### src/inc/link_cap2_pkg.sv
// register indices, field layout and reset values of the link capability register bank
package link_cap2_pkg;
  // printed offsets are register indices; byte address is four times the index
  localparam logic [7:0] IDX_FW_REV     = 8'h6C;
  localparam logic [7:0] IDX_LINK_STATE = 8'hB2;
  localparam logic [7:0] IDX_CPL_SUPP   = 8'hC4;
  localparam logic [7:0] IDX_CPL_CTRL   = 8'hC8;
  localparam logic [7:0] IDX_DEV_STS_RS = 8'hCA;
  localparam logic [7:0] IDX_LINK_CAP_RS = 8'hCC;
  localparam logic [7:0] IDX_COMPL_CTRL = 8'hD0;
  localparam logic [7:0] IDX_DEEMPH     = 8'hD2;
  localparam logic [7:0] IDX_PHY_TUNE0  = 8'hDC;
  localparam logic [7:0] IDX_PHY_TUNE1  = 8'hE0;
  localparam int         ADDR_LSB       = 2;
  localparam int         ADDR_MSB       = 9;

  // link state report
  localparam int SPEED_LSB   = 0;
  localparam int WIDTH_LSB   = 4;
  localparam int SLOT_CLK_B  = 12;
  localparam int DL_ACTIVE_B = 13;
  localparam logic [3:0] SPEED_2G5 = 4'h1;
  localparam logic [3:0] SPEED_5G0 = 4'h2;

  // completion and latency support / control
  localparam int CPL_RANGE_LSB  = 0;
  localparam int CPL_DIS_SUPP_B = 4;
  localparam int LTR_SUPP_B     = 11;
  localparam int CPL_VALUE_LSB  = 0;
  localparam int CPL_DIS_B      = 4;
  localparam int LTR_EN_B       = 10;
  localparam logic [3:0] CPL_RANGES    = 4'h0;
  localparam logic [3:0] CPL_VALUE_RST = 4'h0;
  localparam int CPL_DEFAULT_MIN_US = 50;
  localparam int CPL_DEFAULT_MAX_MS = 50;

  // compliance control
  localparam int TGT_SPEED_LSB = 0;
  localparam int ENTER_COMPL_B = 4;
  localparam int AUTO_HOLD_B   = 5;
  localparam int TX_MARGIN_LSB = 7;
  localparam int MOD_COMPL_B   = 10;
  localparam int COMPL_SKP_B   = 11;
  localparam int COMPL_DEEMPH_B = 12;
  localparam logic [3:0] TGT_SPEED_RST = 4'h2;

  // de-emphasis report: 1 = -3.5 dB, 0 = -6 dB
  localparam logic DEEMPH_RST = 1'b1;
  localparam int   FW_LOW_LSB = 8;
endpackage : link_cap2_pkg

### src/logic/pcie_link_cap2_config_regs.sv
// link status, completion timeout, latency report and compliance registers on AHB-Lite
`timescale 1ns/1ps
// Operation
// link speed field reads 0001b for 2.5 GT/s, 0010b for 5.0 GT/s.
// six-bit negotiated lane count at link status bits 9:4, read-only.
// link status bit 12 reads one: platform reference clock used.
// link status bit 13 is high only while data link layer is active.
// completion timeout ranges field reads zero, range not programmable.
// capability bit 4 reads one: timeout disable supported.
// capability bit 11 reads one: latency tolerance reporting supported.
// four-bit timeout value, reset zero, zero selects 50 us to 50 ms.
// control bit 4 set stops timeout detection; resets to zero.
// latency messages sent only while control bit 10 is one.
// sticky target speed field, default 0010b for 5.0 GT/s.
// enter-compliance bit plus hot reset forces compliance at target speed.
// sticky bit 5 blocks autonomous speed changes except lowering for reliability.
// sticky three-bit transmit margin selects transmitter output level.
// sticky bit 10 selects modified compliance pattern in polling compliance.
// sticky bit 11 inserts skip ordered sets between compliance patterns.
// bit 12 de-emphasis applies only when compliance entered through enter bit.
// at 5 GT/s bit 0 reports de-emphasis, 1 is -3.5 dB; resets one.
// reserved bits and registers read zero, writes ignored.
// sticky fields survive hot and warm reset, cleared by power-on only.
module pcie_link_cap2_config_regs #(
  parameter logic [7:0]  FW_REV_LOW    = 8'h01, // arbitrary
  parameter logic [7:0]  FW_REV_HIGH   = 8'h00, // arbitrary
  parameter logic [31:0] PHY_TUNE0_RST = 32'h0000_0000,
  parameter logic [31:0] PHY_TUNE1_RST = 32'h0000_0000,
  parameter bit          PHY_TUNE1_RW  = 1'b1
) (
  // clock and resets
  input  wire logic        CLK_SYS_IN,
  input  wire logic        RST_N_IN,
  input  wire logic        PWR_ON_RST_N_IN,
  // ahb-lite slave
  input  wire logic        HSEL_IN,
  input  wire logic [31:0] HADDR_IN,
  input  wire logic [1:0]  HTRANS_IN,
  input  wire logic        HWRITE_IN,
  input  wire logic [2:0]  HSIZE_IN,
  input  wire logic [31:0] HWDATA_IN,
  input  wire logic        HREADY_IN,
  output logic [31:0]      HRDATA_OUT,
  output logic             HREADYOUT_OUT,
  output logic             HRESP_OUT,
  // link state from training logic
  input  wire logic [3:0]  LINK_SPEED_IN,
  input  wire logic [5:0]  LINK_WIDTH_IN,
  input  wire logic        DL_ACTIVE_IN,
  input  wire logic        DEEMPH_LEVEL_IN,
  input  wire logic        HOT_RESET_IN,
  input  wire logic        POLL_COMPLIANCE_IN,
  // controls to completion and latency logic
  output logic [3:0]       CPL_TIMEOUT_VALUE_OUT,
  output logic             CPL_TIMEOUT_DETECT_EN_OUT,
  output logic             LTR_SEND_EN_OUT,
  // controls to training logic and transmitter
  output logic             FORCE_COMPLIANCE_OUT,
  output logic [3:0]       COMPLIANCE_SPEED_OUT,
  output logic             AUTO_SPEED_UP_BLOCK_OUT,
  output logic [2:0]       TX_MARGIN_OUT,
  output logic             MOD_PATTERN_SEL_OUT,
  output logic             SKP_INSERT_OUT,
  output logic             COMPL_DEEMPH_APPLY_OUT,
  output logic             COMPL_DEEMPH_SEL_OUT,
  output logic [31:0]      PHY_TUNE0_OUT,
  output logic [31:0]      PHY_TUNE1_OUT
);

  typedef enum logic [1:0] {
    BUS_IDLE  = 2'b00,
    BUS_RWAIT = 2'b01,
    BUS_RDONE = 2'b10
  } bus_state_t;

  bus_state_t  bus_state;
  logic        wr_pend;
  logic [7:0]  wr_idx;
  logic [7:0]  rd_idx;
  logic        addr_ok;
  logic        req;
  logic [3:0]  link_speed;
  logic [5:0]  link_width;
  logic        dl_active;
  logic [3:0]  cpl_value;
  logic        cpl_disable;
  logic        ltr_en;
  logic [3:0]  tgt_speed;
  logic        enter_compl;
  logic        auto_hold;
  logic [2:0]  tx_margin;
  logic        mod_compl;
  logic        compl_skp;
  logic        compl_deemph;
  logic        deemph_level;
  logic        poll_prev;
  logic        entry_by_bit;
  logic [31:0] phy_tune0;
  logic [31:0] phy_tune1;

  // word at a register index; unmapped and reserved parts read zero
  function automatic logic [31:0] read_word(input logic [7:0] idx);
    logic [31:0] w;
    w = 32'h0000_0000;
    case (idx)
      link_cap2_pkg::IDX_FW_REV: begin
        w[link_cap2_pkg::FW_LOW_LSB +: 16] = {FW_REV_HIGH, FW_REV_LOW};
      end
      link_cap2_pkg::IDX_LINK_STATE: begin
        w[link_cap2_pkg::SPEED_LSB +: 4] = link_speed;
        w[link_cap2_pkg::WIDTH_LSB +: 6] = link_width;
        w[link_cap2_pkg::SLOT_CLK_B]     = 1'b1;
        w[link_cap2_pkg::DL_ACTIVE_B]    = dl_active;
      end
      link_cap2_pkg::IDX_CPL_SUPP: begin
        w[link_cap2_pkg::CPL_RANGE_LSB +: 4] = link_cap2_pkg::CPL_RANGES;
        w[link_cap2_pkg::CPL_DIS_SUPP_B]     = 1'b1;
        w[link_cap2_pkg::LTR_SUPP_B]         = 1'b1;
      end
      link_cap2_pkg::IDX_CPL_CTRL: begin
        w[link_cap2_pkg::CPL_VALUE_LSB +: 4] = cpl_value;
        w[link_cap2_pkg::CPL_DIS_B]          = cpl_disable;
        w[link_cap2_pkg::LTR_EN_B]           = ltr_en;
      end
      link_cap2_pkg::IDX_COMPL_CTRL: begin
        w[link_cap2_pkg::TGT_SPEED_LSB +: 4] = tgt_speed;
        w[link_cap2_pkg::ENTER_COMPL_B]      = enter_compl;
        w[link_cap2_pkg::AUTO_HOLD_B]        = auto_hold;
        w[link_cap2_pkg::TX_MARGIN_LSB +: 3] = tx_margin;
        w[link_cap2_pkg::MOD_COMPL_B]        = mod_compl;
        w[link_cap2_pkg::COMPL_SKP_B]        = compl_skp;
        w[link_cap2_pkg::COMPL_DEEMPH_B]     = compl_deemph;
      end
      link_cap2_pkg::IDX_DEEMPH: begin
        w[0] = deemph_level;
      end
      link_cap2_pkg::IDX_PHY_TUNE0: begin
        w = phy_tune0;
      end
      link_cap2_pkg::IDX_PHY_TUNE1: begin
        w = PHY_TUNE1_RW ? phy_tune1 : 32'h0000_0000;
      end
      default: begin
        w = 32'h0000_0000;
      end
    endcase
    return w;
  endfunction : read_word

  assign addr_ok = (HADDR_IN[31:link_cap2_pkg::ADDR_MSB+1] == '0);
  assign req     = HSEL_IN && HREADY_IN && HTRANS_IN[1];

  // bus slave: writes without wait, reads with one wait state
  always_ff @(posedge CLK_SYS_IN or negedge RST_N_IN) begin
    if (!RST_N_IN) begin
      bus_state     <= BUS_IDLE;
      wr_pend       <= 1'b0;
      wr_idx        <= 8'h00;
      rd_idx        <= 8'h00;
      HREADYOUT_OUT <= 1'b1;
      HRESP_OUT     <= 1'b0;
      HRDATA_OUT    <= 32'h0000_0000;
    end else begin
      HRESP_OUT <= 1'b0;
      wr_pend   <= 1'b0;
      case (bus_state)
        BUS_IDLE: begin
          if (req && HWRITE_IN) begin
            wr_pend <= addr_ok;
            wr_idx  <= HADDR_IN[link_cap2_pkg::ADDR_MSB:link_cap2_pkg::ADDR_LSB];
          end else if (req) begin
            rd_idx        <= addr_ok ?
                             HADDR_IN[link_cap2_pkg::ADDR_MSB:link_cap2_pkg::ADDR_LSB] : 8'h00;
            HREADYOUT_OUT <= 1'b0;
            bus_state     <= BUS_RWAIT;
          end
        end
        BUS_RWAIT: begin
          HRDATA_OUT    <= read_word(rd_idx);
          HREADYOUT_OUT <= 1'b1;
          bus_state     <= BUS_RDONE;
        end
        BUS_RDONE: begin
          HRDATA_OUT <= 32'h0000_0000;
          bus_state  <= BUS_IDLE;
          if (req && HWRITE_IN) begin
            wr_pend <= addr_ok;
            wr_idx  <= HADDR_IN[link_cap2_pkg::ADDR_MSB:link_cap2_pkg::ADDR_LSB];
          end else if (req) begin
            rd_idx        <= addr_ok ?
                             HADDR_IN[link_cap2_pkg::ADDR_MSB:link_cap2_pkg::ADDR_LSB] : 8'h00;
            HREADYOUT_OUT <= 1'b0;
            bus_state     <= BUS_RWAIT;
          end
        end
        default: begin
          bus_state     <= BUS_IDLE;
          HREADYOUT_OUT <= 1'b1;
        end
      endcase
    end
  end

  // live link state captured for reads
  always_ff @(posedge CLK_SYS_IN or negedge RST_N_IN) begin
    if (!RST_N_IN) begin
      link_speed <= link_cap2_pkg::SPEED_2G5;
      link_width <= 6'h01;
      dl_active  <= 1'b0;
    end else begin
      link_speed <= LINK_SPEED_IN;
      link_width <= LINK_WIDTH_IN;
      dl_active  <= DL_ACTIVE_IN;
    end
  end

  // de-emphasis only tracked while running at 5 GT/s
  always_ff @(posedge CLK_SYS_IN or negedge RST_N_IN) begin
    if (!RST_N_IN) begin
      deemph_level <= link_cap2_pkg::DEEMPH_RST;
    end else if (LINK_SPEED_IN == link_cap2_pkg::SPEED_5G0) begin
      deemph_level <= DEEMPH_LEVEL_IN;
    end
  end

  // non-sticky completion and latency controls
  always_ff @(posedge CLK_SYS_IN or negedge RST_N_IN) begin
    if (!RST_N_IN) begin
      cpl_value   <= link_cap2_pkg::CPL_VALUE_RST;
      cpl_disable <= 1'b0;
      ltr_en      <= 1'b0;
    end else if (wr_pend && wr_idx == link_cap2_pkg::IDX_CPL_CTRL) begin
      cpl_value   <= HWDATA_IN[link_cap2_pkg::CPL_VALUE_LSB +: 4];
      cpl_disable <= HWDATA_IN[link_cap2_pkg::CPL_DIS_B];
      ltr_en      <= HWDATA_IN[link_cap2_pkg::LTR_EN_B];
    end
  end

  // sticky fields: power-on reset only
  always_ff @(posedge CLK_SYS_IN or negedge PWR_ON_RST_N_IN) begin
    if (!PWR_ON_RST_N_IN) begin
      tgt_speed    <= link_cap2_pkg::TGT_SPEED_RST;
      enter_compl  <= 1'b0;
      auto_hold    <= 1'b0;
      tx_margin    <= 3'h0;
      mod_compl    <= 1'b0;
      compl_skp    <= 1'b0;
      compl_deemph <= 1'b0;
    end else if (wr_pend && wr_idx == link_cap2_pkg::IDX_COMPL_CTRL) begin
      tgt_speed    <= HWDATA_IN[link_cap2_pkg::TGT_SPEED_LSB +: 4];
      enter_compl  <= HWDATA_IN[link_cap2_pkg::ENTER_COMPL_B];
      auto_hold    <= HWDATA_IN[link_cap2_pkg::AUTO_HOLD_B];
      tx_margin    <= HWDATA_IN[link_cap2_pkg::TX_MARGIN_LSB +: 3];
      mod_compl    <= HWDATA_IN[link_cap2_pkg::MOD_COMPL_B];
      compl_skp    <= HWDATA_IN[link_cap2_pkg::COMPL_SKP_B];
      compl_deemph <= HWDATA_IN[link_cap2_pkg::COMPL_DEEMPH_B];
    end
  end

  // phy tuning words
  always_ff @(posedge CLK_SYS_IN or negedge RST_N_IN) begin
    if (!RST_N_IN) begin
      phy_tune0 <= PHY_TUNE0_RST;
      phy_tune1 <= PHY_TUNE1_RST;
    end else if (wr_pend) begin
      if (wr_idx == link_cap2_pkg::IDX_PHY_TUNE0) begin
        phy_tune0 <= HWDATA_IN;
      end
      if (wr_idx == link_cap2_pkg::IDX_PHY_TUNE1 && PHY_TUNE1_RW) begin
        phy_tune1 <= HWDATA_IN;
      end
    end
  end

  // compliance entry bookkeeping
  always_ff @(posedge CLK_SYS_IN or negedge RST_N_IN) begin
    if (!RST_N_IN) begin
      poll_prev            <= 1'b0;
      entry_by_bit         <= 1'b0;
      FORCE_COMPLIANCE_OUT <= 1'b0;
    end else begin
      poll_prev <= POLL_COMPLIANCE_IN;
      if (POLL_COMPLIANCE_IN && !poll_prev) begin
        entry_by_bit <= enter_compl;
      end else if (!POLL_COMPLIANCE_IN) begin
        entry_by_bit <= 1'b0;
      end
      if (HOT_RESET_IN && enter_compl) begin
        FORCE_COMPLIANCE_OUT <= 1'b1;
      end else if (!enter_compl) begin
        FORCE_COMPLIANCE_OUT <= 1'b0;
      end
    end
  end

  // control outputs, all registered
  always_ff @(posedge CLK_SYS_IN or negedge RST_N_IN) begin
    if (!RST_N_IN) begin
      CPL_TIMEOUT_VALUE_OUT     <= link_cap2_pkg::CPL_VALUE_RST;
      CPL_TIMEOUT_DETECT_EN_OUT <= 1'b1;
      LTR_SEND_EN_OUT           <= 1'b0;
      COMPLIANCE_SPEED_OUT      <= link_cap2_pkg::TGT_SPEED_RST;
      AUTO_SPEED_UP_BLOCK_OUT   <= 1'b0;
      TX_MARGIN_OUT             <= 3'h0;
      MOD_PATTERN_SEL_OUT       <= 1'b0;
      SKP_INSERT_OUT            <= 1'b0;
      COMPL_DEEMPH_APPLY_OUT    <= 1'b0;
      COMPL_DEEMPH_SEL_OUT      <= 1'b0;
      PHY_TUNE0_OUT             <= PHY_TUNE0_RST;
      PHY_TUNE1_OUT             <= PHY_TUNE1_RST;
    end else begin
      CPL_TIMEOUT_VALUE_OUT     <= cpl_value;
      CPL_TIMEOUT_DETECT_EN_OUT <= !cpl_disable;
      LTR_SEND_EN_OUT           <= ltr_en;
      COMPLIANCE_SPEED_OUT      <= tgt_speed;
      AUTO_SPEED_UP_BLOCK_OUT   <= auto_hold;
      TX_MARGIN_OUT             <= tx_margin;
      MOD_PATTERN_SEL_OUT       <= POLL_COMPLIANCE_IN && mod_compl;
      SKP_INSERT_OUT            <= POLL_COMPLIANCE_IN && compl_skp;
      COMPL_DEEMPH_APPLY_OUT    <= POLL_COMPLIANCE_IN && poll_prev && entry_by_bit;
      COMPL_DEEMPH_SEL_OUT      <= compl_deemph;
      PHY_TUNE0_OUT             <= phy_tune0;
      PHY_TUNE1_OUT             <= phy_tune1;
    end
  end

  AST_LTR_GATE: assert property (@(posedge CLK_SYS_IN) disable iff (!RST_N_IN)
    LTR_SEND_EN_OUT |-> $past(ltr_en))
    else $error("latency reporting enabled without control bit");
  AST_CPL_DETECT: assert property (@(posedge CLK_SYS_IN) disable iff (!RST_N_IN)
    (wr_pend && wr_idx == link_cap2_pkg::IDX_CPL_CTRL &&
     HWDATA_IN[link_cap2_pkg::CPL_DIS_B]) |=> ##1
    !CPL_TIMEOUT_DETECT_EN_OUT)
    else $error("timeout detection not stopped after disable write");
  AST_MOD_PATTERN: assert property (@(posedge CLK_SYS_IN) disable iff (!RST_N_IN)
    MOD_PATTERN_SEL_OUT |-> $past(POLL_COMPLIANCE_IN) && $past(mod_compl))
    else $error("modified pattern outside polling compliance");
  AST_SKP_INSERT: assert property (@(posedge CLK_SYS_IN) disable iff (!RST_N_IN)
    (POLL_COMPLIANCE_IN && compl_skp) |=> SKP_INSERT_OUT)
    else $error("skip sets not inserted during compliance");
  AST_DEEMPH_ENTRY: assert property (@(posedge CLK_SYS_IN) disable iff (!RST_N_IN)
    (POLL_COMPLIANCE_IN && !poll_prev && !enter_compl) |=> ##1 !COMPL_DEEMPH_APPLY_OUT)
    else $error("compliance de-emphasis applied without enter bit");
  AST_FORCE_COMPL: assert property (@(posedge CLK_SYS_IN) disable iff (!RST_N_IN)
    (HOT_RESET_IN && enter_compl) |=> FORCE_COMPLIANCE_OUT)
    else $error("hot reset with enter bit did not force compliance");
  AST_DEEMPH_HOLD: assert property (@(posedge CLK_SYS_IN) disable iff (!RST_N_IN)
    ($past(LINK_SPEED_IN) != link_cap2_pkg::SPEED_5G0) |-> $stable(deemph_level))
    else $error("de-emphasis report changed away from 5 GT/s");
  AST_READ_TIMING: assert property (@(posedge CLK_SYS_IN) disable iff (!RST_N_IN) // one wait state on reads
    (bus_state == BUS_IDLE && req && !HWRITE_IN) |=> !HREADYOUT_OUT ##1 HREADYOUT_OUT)
    else $error("read did not complete after one wait state");
  AST_LINK_STATUS: assert property (@(posedge CLK_SYS_IN) disable iff (!RST_N_IN)
    (bus_state == BUS_RWAIT && rd_idx == link_cap2_pkg::IDX_LINK_STATE) |=>
    (HRDATA_OUT[13] == $past(dl_active)) && HRDATA_OUT[12] && HRDATA_OUT[15:14] == 2'b00)
    else $error("link status read wrong");

endmodule : pcie_link_cap2_config_regs

### config.mk
export PLATFORM = sky130hd
export DESIGN_NAME = pcie_link_cap2_config_regs
export DESIGN_NICKNAME = d
export VERILOG_FILES = /design/src/inc/link_cap2_pkg.sv /design/src/logic/pcie_link_cap2_config_regs.sv
export SDC_FILE = /design/constraint.sdc
export NUM_CORES = 1
export LEC_CHECK = 0
export BUFFER_PORTS_ARGS = -buffer_cell sky130_fd_sc_hd__buf_4
export CAP_MARGIN = 40
export CORE_MARGIN = 1.5
export CORE_UTILIZATION = 51
export CTS_CLUSTER_DIAMETER = 50
export CTS_CLUSTER_SIZE = 12
export DETAILED_ROUTE_END_ITERATION = 8
export GPL_TIMING_DRIVEN = 0
export PLACE_DENSITY_LB_ADDON = 0.2
export SLEW_MARGIN = 0
export SYNTH_ARGS = -nofsm -noshare
export SYNTH_HDL_FRONTEND = slang
export SYNTH_SLANG_ARGS = --single-unit
### constraint.sdc
create_clock -name CLK_SYS_IN -period 2.6 [get_ports CLK_SYS_IN]
set_clock_uncertainty 0.2 [all_clocks]
set_input_delay 0.26 -clock CLK_SYS_IN [delete_from_list [all_inputs] [get_ports CLK_SYS_IN]]
set_output_delay 0.26 -clock CLK_SYS_IN [all_outputs]
set_load 0.03 [all_outputs]
==> results of run 1 <==
## placed cells by master (no fill, tap or decap), types with 5 or more instances in the layout
cell type | netlist | final
dfrtp_1 | 224 | 224
buf_4 | 2 | 199
mux2_2 | 91 | 91
dlygate4sd3_1 | 0 | 59
nand2_1 | 34 | 34
clkbuf_1 | 16 | 27
a22oi_1 | 26 | 26
clkbuf_16 | 0 | 25
o2bb2ai_1 | 24 | 24
nor2_1 | 10 | 10
o21ai_0 | 10 | 10
a222oi_1 | 8 | 8
dfstp_2 | 7 | 7
buf_2 | 4 | 6
a21oi_1 | 6 | 6
inv_1 | 5 | 5
## path summary, 6_finish.rpt
kind / depth (start not counted) / endpoint
min in group CLK_SYS_IN: 4 / wr_pend
max in group asynchronous: 3 / CPL_TIMEOUT_DETECT_EN_OUT
worst max-delay path: 6 / phy_tune1[10]
worst max register to register: 6 / phy_tune1[10]
worst min register to register: 0 / PHY_TUNE1_OUT[8]
worst min-delay path: 2 / tgt_speed[1]
## stage by stage
| step | std cells | instance area (um^2) | hold WS, ns | setup WS (ns) | power [mW] |
|---|---|---|---|---|---|
| 2_1_floorplan | 535 | 8189 | -0.2356 | 0.5314 | 4.721 |
| 3_3_place_gp | 949 | 9946 | -0.06692 | -0.3171 | 5.277 |
| 3_5_place_dp | 953 | 10000 | -0.06808 | 0.0004459 | 5.334 |
| 4_1_cts | 1054 | 11320 | 0.03577 | 0.03467 | 8.558 |
| 5_1_grt | 1054 | 11330 | 0.05811 | 0.01811 | 8.846 |
| 6_report | 1054 | 11330 | 0.05284 | 0.1492 | 8.509 |
## what timing repair did
item,in CTS,in global routing
gates cloned,0,0
pin swaps,0,1
endpoints found under the hold margin,234,0
gates resized for setup,1,3
hold buffers,59,0
setup buffers,0,0
setup endpoints to repair,4,39
## power breakdown
group | leakage, nW | total (mW) | internal [mW] | switching [mW]
clock | 0.350 | 3.15 | 1.83 | 1.32
combinational | 2.01 | 1.34 | 0.488 | 0.847
sequential | 2.79 | 4.02 | 3.86 | 0.164
## area by class of cell
cell class | count | area, um^2
buffer | 23 | 107.6
clock buffer | 39 | 698.2
clock inverter | 3 | 21.27
fill | 1114 | 4443
inverter | 5 | 18.77
multi-input combinational | 276 | 2288
sequential | 231 | 5789
tap | 216 | 270.3
timing repair buffer | 261 | 2133
## cell families (layout without fill, tap and decap cells)
group,count (synthesis),after routing,share of synthesized area (%)
adders and majority gates,4,4,0.6112
AOI/OAI and AO/OA,90,90,8.465
buffers and inverters,28,331,1.528
and+or+nand+nor,89,89,6.020
DFF,231,231,70.70
other,1,1,0.04579
muxes,92,92,12.64
## layer usage
layer | part of all wire (%) | GRT usage [%]
met1 | 41 | 31.82
met2 | 50 | 41.24
met3 | 6.6 | 4.387
met4 | 2.5 | 7.712
met5 | 0 | 0
## cells in the mapped netlist, types with 3 or more instances
library cell	instances	area share [%]
dfrtp_1	224	68
mux2_2	91	13
nand2_1	34	1.6
a22oi_1	26	2.4
o2bb2ai_1	24	2.6
clkbuf_1	16	0.73
nor2_1	10	0.46
o21ai_0	10	0.61
a222oi_1	8	0.98
dfstp_2	7	2.2
a21oi_1	6	0.37
inv_1	5	0.23
and3_1	4	0.31
buf_2	4	0.24
ha_1	4	0.61
nand2b_1	4	0.31
nor3_1	4	0.24
nor4_1	4	0.31
a32o_1	3	0.37
nand3_1	3	0.18
nand4_1	3	0.23
nor4b_1	3	0.32
or4_1	3	0.27
## state kept, by name (all words and copies together), names as in the netlist, 2 cells and up
register	count
bus_state	2
link_width	6
COMPLIANCE_SPEED_OUT	4
CPL_TIMEOUT_VALUE_OUT	4
link_speed	4
phy_tune0	32
rd_idx	8
HRDATA_OUT	32
cpl_value	4
TX_MARGIN_OUT	3
tgt_speed	4
PHY_TUNE0_OUT	32
phy_tune1	32
PHY_TUNE1_OUT	32
wr_idx	8
tx_margin	3
==> run_results.csv, run 1 <==
group,metric,value,unit
place,hpwl,13530,um
synth,ys_ff_latch,231,
synth,synth_ff_type,"dfrtp_1",
routing,drc,0,
synth,synth-edff-count,0,
place,place_congestion,0.8141,
die,die_y,129.7,um
worst_setup_path,slowest_stage,"dfrtp_1",
routing,wl_per_cell,19.21,um
die,placementRows,46,
timing,timing.slew.headroom,42.21,%
timing,rsz0062_at_grt,"false",
job,max-cap-violations,0,
cts,h-tree-depth,1,
worst_setup_path,endpoint_kind,"flop",
pwr,pwr_density_cell,751.2,nW/um^2
global_routing,grt.total_usage,24.21,%
hold_path,hold_class,"input port to asynchronous set/reset pin",
routing,drt_iter0_drc,434,
cts,clk_pin_slew,0.06,ns
worst_setup_path,required,2.78,ns
synth,synth_area_per_cell,15.31,um^2
cells_and_area,final_util,71.83,%
die,design.core.area,15770,um^2
worst_setup_path,critical-path-top-delay-family,"simple AND/OR/NAND/NOR gates",
cts,worstSkewPairLatency,0.50,ns
synth,yosysWarnings,0,
synth,seq_area_frac_synth,70.70,%
routing,wl,20240,um
synth,synth.distinct_cells,48,
cts,clkSinkCount,231,
timing,fin_crit_sh,94.26,%
worst_setup_path,r2r_slack,0.15,ns
worst_setup_path,worstSetupStartpointType,"flop",
cts,root_buffer,"clkbuf_16",
worst_setup_path,worst-path-buf-inv,2,
routing,vias,5710,
synth,syn-num-nets,628,
outcome,status,"finished, final reports clean",
timing,min_period,2.451,ns
timing,setup_viol,0,
worst_setup_path,arrival,2.63,ns
cells_and_area,area_delta_synth_final,38.32,%
timing,tightest_slew,0.8669,ns
worst_setup_path,cp_max_fo,7,
pwr,p_leak,5.147,nW
timing,finalMaxSlewViolations,0,
synth,synth-async-reset-ratio,100.0,%
worst_setup_path,critPathKind,"flop to flop",
die,die_w,129.7,um
cells_and_area,nNetsFinal,915,
routing,ant_nets,0,
global_routing,grt_pass1_vias,5813,
timing,hold_viol,0,
cts,cts_buffers,24,
worst_setup_path,critical_path.max_stage_delay,0.39,ns
routing,dr.pass1.iters,5,
place,port_buffers,198,
global_routing,grt_pass1_wl,31230,um
global_routing,grt_max_degree,114,
synth,synth_area,8189,um^2
die,die_area,16830,um^2
cells_and_area,antenna_cells,0,
routing,via_per_inst,5.417,
cts,cts_tree,"built",
global_routing,overflow,0,
worst_setup_path,reg2reg_from,"wr_idx[1]",
global_routing,antenna_found_initial,0,
timing,tns,0,ns
cells_and_area,drive_above_1_share,41.17,%
pwr,irDropWorstVdd,0.0006851,V
synth,syn-instance-count,535,
die,ioPinCount,206,
worst_setup_path,crit_chain,"nor3_2 > nor3b_1 > nand4b_1 > clkbuf_1 > buf_6 > mux2_2",
die,start_util,51.93,%
cts,clock_path_buffers,3,
worst_setup_path,cp-startpoint,"wr_idx[1]",
timing,max_freq,0.4080,GHz
No activity file was read; power rests on OpenSTA's default activity.
==> run 2, diff against run 1 <==
CORE_UTILIZATION = 40   (was 51)
==> run_results.csv, run 2 (synthesized netlist as in run 1, its figures left out) <==
group,metric,value,unit
cts,cts_tree,"built",
die,design.core.area,20170,um^2
timing,rsz0062_at_grt,"false",
timing,max_freq,0.3952,GHz
timing,finalMaxSlewViolations,0,
timing,min_period,2.530,ns
routing,drt_iter0_drc,304,
routing,via_per_inst,5.073,
worst_setup_path,reg2reg_depth,5,
worst_setup_path,r2r_slack,0.07,ns
worst_setup_path,critical_path.max_stage_delay,0.57,ns
die,placementRows,52,
cells_and_area,final_util,56.86,%
cells_and_area,fill_cells,1663,
pwr,p_leak,5.187,nW
cts,root_buffer,"clkbuf_16",
die,start_util,40.60,%
routing,ant_nets,0,
cts,clock_path_buffers,3,
worst_setup_path,cp-startpoint,"rd_idx[1]",
worst_setup_path,cp_max_fo,6,
cts,h-tree-depth,1,
cells_and_area,nNetsFinal,916,
worst_setup_path,worstSetupStartpointType,"flop",
hold_path,hold_class,"input port to asynchronous set/reset pin",
cts,worstSkewPairLatency,0.51,ns
cts,clkSinkCount,231,
global_routing,grt_max_degree,128,
die,die_area,21340,um^2
global_routing,antenna_found_initial,0,
routing,drc,0,
worst_setup_path,slowest_stage,"or4_1",
routing,wl_per_cell,19.13,um
cells_and_area,area_delta_synth_final,40.05,%
job,max-cap-violations,0,
routing,wl,21100,um
cts,cts_buffers,26,
die,die_w,146.1,um
global_routing,grt_pass1_vias,6097,
timing,fin_crit_sh,97.31,%
timing,tightest_slew,0.9084,ns
cts,clk_pin_slew,0.06,ns
worst_setup_path,arrival,2.71,ns
timing,hold_viol,0,
worst_setup_path,required,2.78,ns
worst_setup_path,endpoint_kind,"flop",
timing,setup_viol,0,
global_routing,grt_pass1_wl,33240,um
cells_and_area,antenna_cells,0,
global_routing,overflow,0,
cells_and_area,layout_commonest_cell,"dfrtp_1",
pwr,irDropWorstVdd,0.0005056,V
worst_setup_path,critPathKind,"flop to flop",
die,die_y,146.1,um
cells_and_area,final_cell_mix,"dfrtp_1, buf_4, mux2_2",
place,hpwl,14160,um
worst_setup_path,reg2reg_from,"rd_idx[1]",
timing,timing.slew.headroom,39.44,%
cells_and_area,drive_above_1_share,42.74,%
worst_setup_path,r2r-end,"HRDATA_OUT[3]",
pwr,pwr_density_cell,768.7,nW/um^2
outcome,status,"finished, final reports clean",
routing,dr.pass1.iters,5,
die,ioPinCount,206,
place,port_buffers,198,
timing,tns,0,ns
place,place_congestion,0.7675,
routing,vias,5596,
worst_setup_path,crit_chain,"nor4b_2 > and4bb_2 > or4_1 > o21ai_0 > o2bb2ai_1",
global_routing,grt.total_usage,19.98,%
-- run 2: critical path: cells and delay by family (launching register included) --
| kind | cells | cell delay, ns |
|---|---|---|
| simple gates | 3 | 1.07 |
| flops | 1 | 0.46 |
| compound gates | 2 | 0.66 |
-- run 2: worst max path at each step --
stage                      to  cells after the start
2_1_floorplan  HRDATA_OUT[13]                      6
3_3_place_gp        wr_idx[7]                      1
3_5_place_dp    HRDATA_OUT[6]                      5
4_1_cts         phy_tune1[21]                      5
5_1_grt         HRDATA_OUT[3]                      5
6_report        HRDATA_OUT[3]                      5
-- run 2: report_power, final --
group,internal (mW),total [mW],switching (mW)
clock network,2.05,3.44,1.40
logic,0.486,1.36,0.870
registers,3.86,4.02,0.157
-- run 2: per-layer routing --
metal,GRT usage [%],part of all wire [%],vias to the layer above
li1,-,-,2529
met1,25.41,41,2826
met2,34.50,50,210
met3,4.031,6.4,31
met4,6.313,2.2,0
met5,0,0,-
-- run 2: final cells by class --
class,count,area (um^2),area share [%]
Tap cell,270,337.8,2.946
Sequential cell,231,5789,50.48
Multi-Input combinational cell,276,2295,20.01
Clock buffer,31,720.7,6.284
Buffer,23,111.4,0.9710
Timing Repair Buffer,260,2120,18.48
Inverter,5,18.77,0.1636
Clock inverter,7,76.32,0.6655
-- run 2: stage by stage --
step                      hold slack (ns)  std cells  worst slack (ns)  instance area, um^2  power [mW]
after floorplan                   -0.2356        535            0.5314                 8189       4.721
after global placement           -0.06904       1003           -0.3762                10010       5.295
after detailed placement         -0.07047       1006           -0.1517                10060       5.360
after CTS                         0.01468       1102           0.01492                11450       8.890
after global routing              0.01386       1103           0.02644                11470       9.189
final                             0.03108       1103           0.06988                11470       8.816
-- run 2: timing repair --
item,CTS,global route
gates resized for setup,3,6
hold endpoints to repair,252,0
hold buffers,58,0
cloned,0,0
endpoints found under the setup margin,30,44
pin swaps,0,1
buffers inserted,0,1
==> run 3, diff against run 2 <==
CORE_MARGIN = unset   (was 1.5)
CTS_CLUSTER_SIZE = unset   (was 12)
==> run_results.csv, run 3 (synthesized netlist as in run 1, its figures left out) <==
group,metric,value,unit
cts,cts_tree,"built",
worst_setup_path,required,2.82,ns
worst_setup_path,r2r-end,"HRDATA_OUT[23]",
timing,fin_crit_sh,94.59,%
timing,rsz0062_at_grt,"false",
cells_and_area,final_cell_mix,"dfrtp_1, buf_4, mux2_2",
timing,tightest_slew,0.8913,ns
global_routing,grt.total_usage,20.10,%
timing,timing.final.ws_setup,0.1406,ns
place,place_congestion,0.7682,
pwr,p_int,6.800,mW
hold_path,hold_class,"input port to asynchronous set/reset pin",
cells_and_area,layout_commonest_cell,"dfrtp_1",
cts,root_buffer,"clkbuf_16",
cells_and_area,nNetsFinal,915,
die,design.core.area,19780,um^2
cells_and_area,area_delta_synth_final,41.73,%
pwr,irDropWorstVdd,0.0005358,V
die,placementRows,51,
global_routing,grt_pass1_wl,33180,um
timing,setup_viol,0,
worst_setup_path,worstSetupStartpointType,"flop",
cts,clk_pin_slew,0.06,ns
pwr,p_leak,5.263,nW
worst_setup_path,reg2reg_depth,6,
job,max-cap-violations,0,
global_routing,grt.met1_usage,26.17,%
timing,timing.slew.headroom,40.12,%
global_routing,met2_usage,33.65,%
worst_setup_path,endpoint_kind,"flop",
die,start_util,41.40,%
worst_setup_path,slowest_stage,"nor4_4",
outcome,status,"finished, final reports clean",
global_routing,grt_use_met3,3.742,%
timing,max_freq,0.4066,GHz
timing,finalMaxSlewViolations,0,
global_routing,grt_pass1_vias,6001,
place,place_ws,-0.09244,ns
pwr,power_frac_comb,14.5,%
global_routing,grt_max_degree,90,
global_routing,overflow,0,
routing,drc,0,
worst_setup_path,critical_path_depth,6,
global_routing,antenna_found_initial,1,
routing,ant_nets,0,
cts,cts_buffers,25,
worst_setup_path,critical_path.max_stage_delay,0.43,ns
routing,drt_iter0_drc,212,
cts,clock_path_buffers,3,
pwr,p_total,9.225,mW
routing,wl,20680,um
cells_and_area,drive_above_1_share,43.10,%
worst_setup_path,arrival,2.68,ns
place,hpwl,14240,um
global_routing,grt-busiest-layer,"met2",
timing,hold_viol,0,
pwr,pwr_density_cell,794.9,nW/um^2
die,die_w,145.1,um
routing,dr.pass1.iters,4,
pwr,p_seq_share,43.5,%
worst_setup_path,cp_max_fo,10,
routing,wl_per_cell,18.70,um
place,port_buffers,198,
worst_setup_path,r2r_slack,0.14,ns
die,die_area,21050,um^2
pwr,p_sw_share,26.29,%
die,ioPinCount,206,
pwr,netSwitchingPower,2.426,mW
cts,clkSinkCount,231,
worst_setup_path,crit_chain,"nand4b_1 > nor4_4 > buf_2 > buf_2 > a22oi_1 > o2bb2ai_1",
cts,worstSkewPairLatency,0.51,ns
pwr,pwr-share-clk,42.0,%
worst_setup_path,critPathMostFrequentCell,"buf_2",
die,die_y,145.1,um
worst_setup_path,cp-startpoint,"rd_idx[5]",
worst_setup_path,reg2reg_from,"rd_idx[5]",
worst_setup_path,endpoint,"HRDATA_OUT[23]",
routing,vias,5613,
timing,min_period,2.459,ns
worst_setup_path,worst-path-buf-inv,2,
cts,h-tree-depth,1,
routing,via_per_inst,5.075,
worst_setup_path,critPathKind,"flop to flop",
worst_setup_path,critical-path-top-delay-family,"simple AND/OR/NAND/NOR gates",
run 3: cell count changes in the layout (fill, tap and decap cells not counted), sizes merged:
cell,change
clkinv,+6
bufinv,+5
clkbuf,-2
clkinvlp,-2
diode,+1
run 3: power by group through the flow:
stage	combinational (mW)	sequential, mW	clock [mW]
floorplan	0.500	4.22	0
global placement	1.26	4.06	0
detailed placement	1.29	4.08	0
CTS	1.37	4.01	3.96
global route	1.46	4.04	4.11
finish	1.34	4.01	3.87
run 3: how the worst min path moves through the flow:
stage,endpoint,cells past startpoint
5_1_grt,tgt_speed[1],2
3_3_place_gp,tgt_speed[2],1
6_report,tgt_speed[1],2
4_1_cts,tgt_speed[1],2
2_1_floorplan,AUTO_SPEED_UP_BLOCK_OUT,0
3_5_place_dp,tgt_speed[2],1
run 3: per-stage QoR:
step                      cell area (um^2)  util (%)  instances  setup TNS [ns]  hold slack [ns]
final                                11610     58.67       1106               0          0.04766
after global routing                 11610     58.67       1106               0          0.05514
after CTS                            11580     58.54       1103               0          0.01731
after detailed placement             10070     50.90       1000         -0.8920         -0.06148
after global placement               10010     50.59        998          -72.38         -0.06764
after floorplan                       8189         -        535               0          -0.2356
run 3: worst reg2reg max path, stage by stage (launching register included):
cell and delay, ns:
dfrtp_1 0.42, nand4b_1 0.29, nor4_4 0.43, buf_2 0.37, buf_2 0.33, a22oi_1 0.15
o2bb2ai_1 0.19
run 3: timing repair:
action,in CTS,in global routing
pin swaps,0,3
hold buffers,58,0
hold endpoints to repair,346,0
buffers inserted,0,2
endpoints found under the setup margin,17,32
gates resized for setup,2,7
run 3: layout make-up:
cell class                      instances  area (um^2)
Fill cell                            1587         8175
Sequential cell                       231         5789
Multi-Input combinational cell        276         2288
Timing Repair Buffer                  260         2145
Clock buffer                           29        670.6
Tap cell                              265        331.6
Clock inverter                         16        249.0
Buffer                                 23        111.4
Inverter                                5        18.77
Antenna cell                            1        2.502
run 3: metal layers:
| metal | wire (um) | vias up |
|---|---|---|
| li1 | - | 2543 |
| met1 | 8780 | 2841 |
| met2 | 10200 | 187 |
| met3 | 1102 | 42 |
| met4 | 592 | 0 |
| met5 | 0 | - |
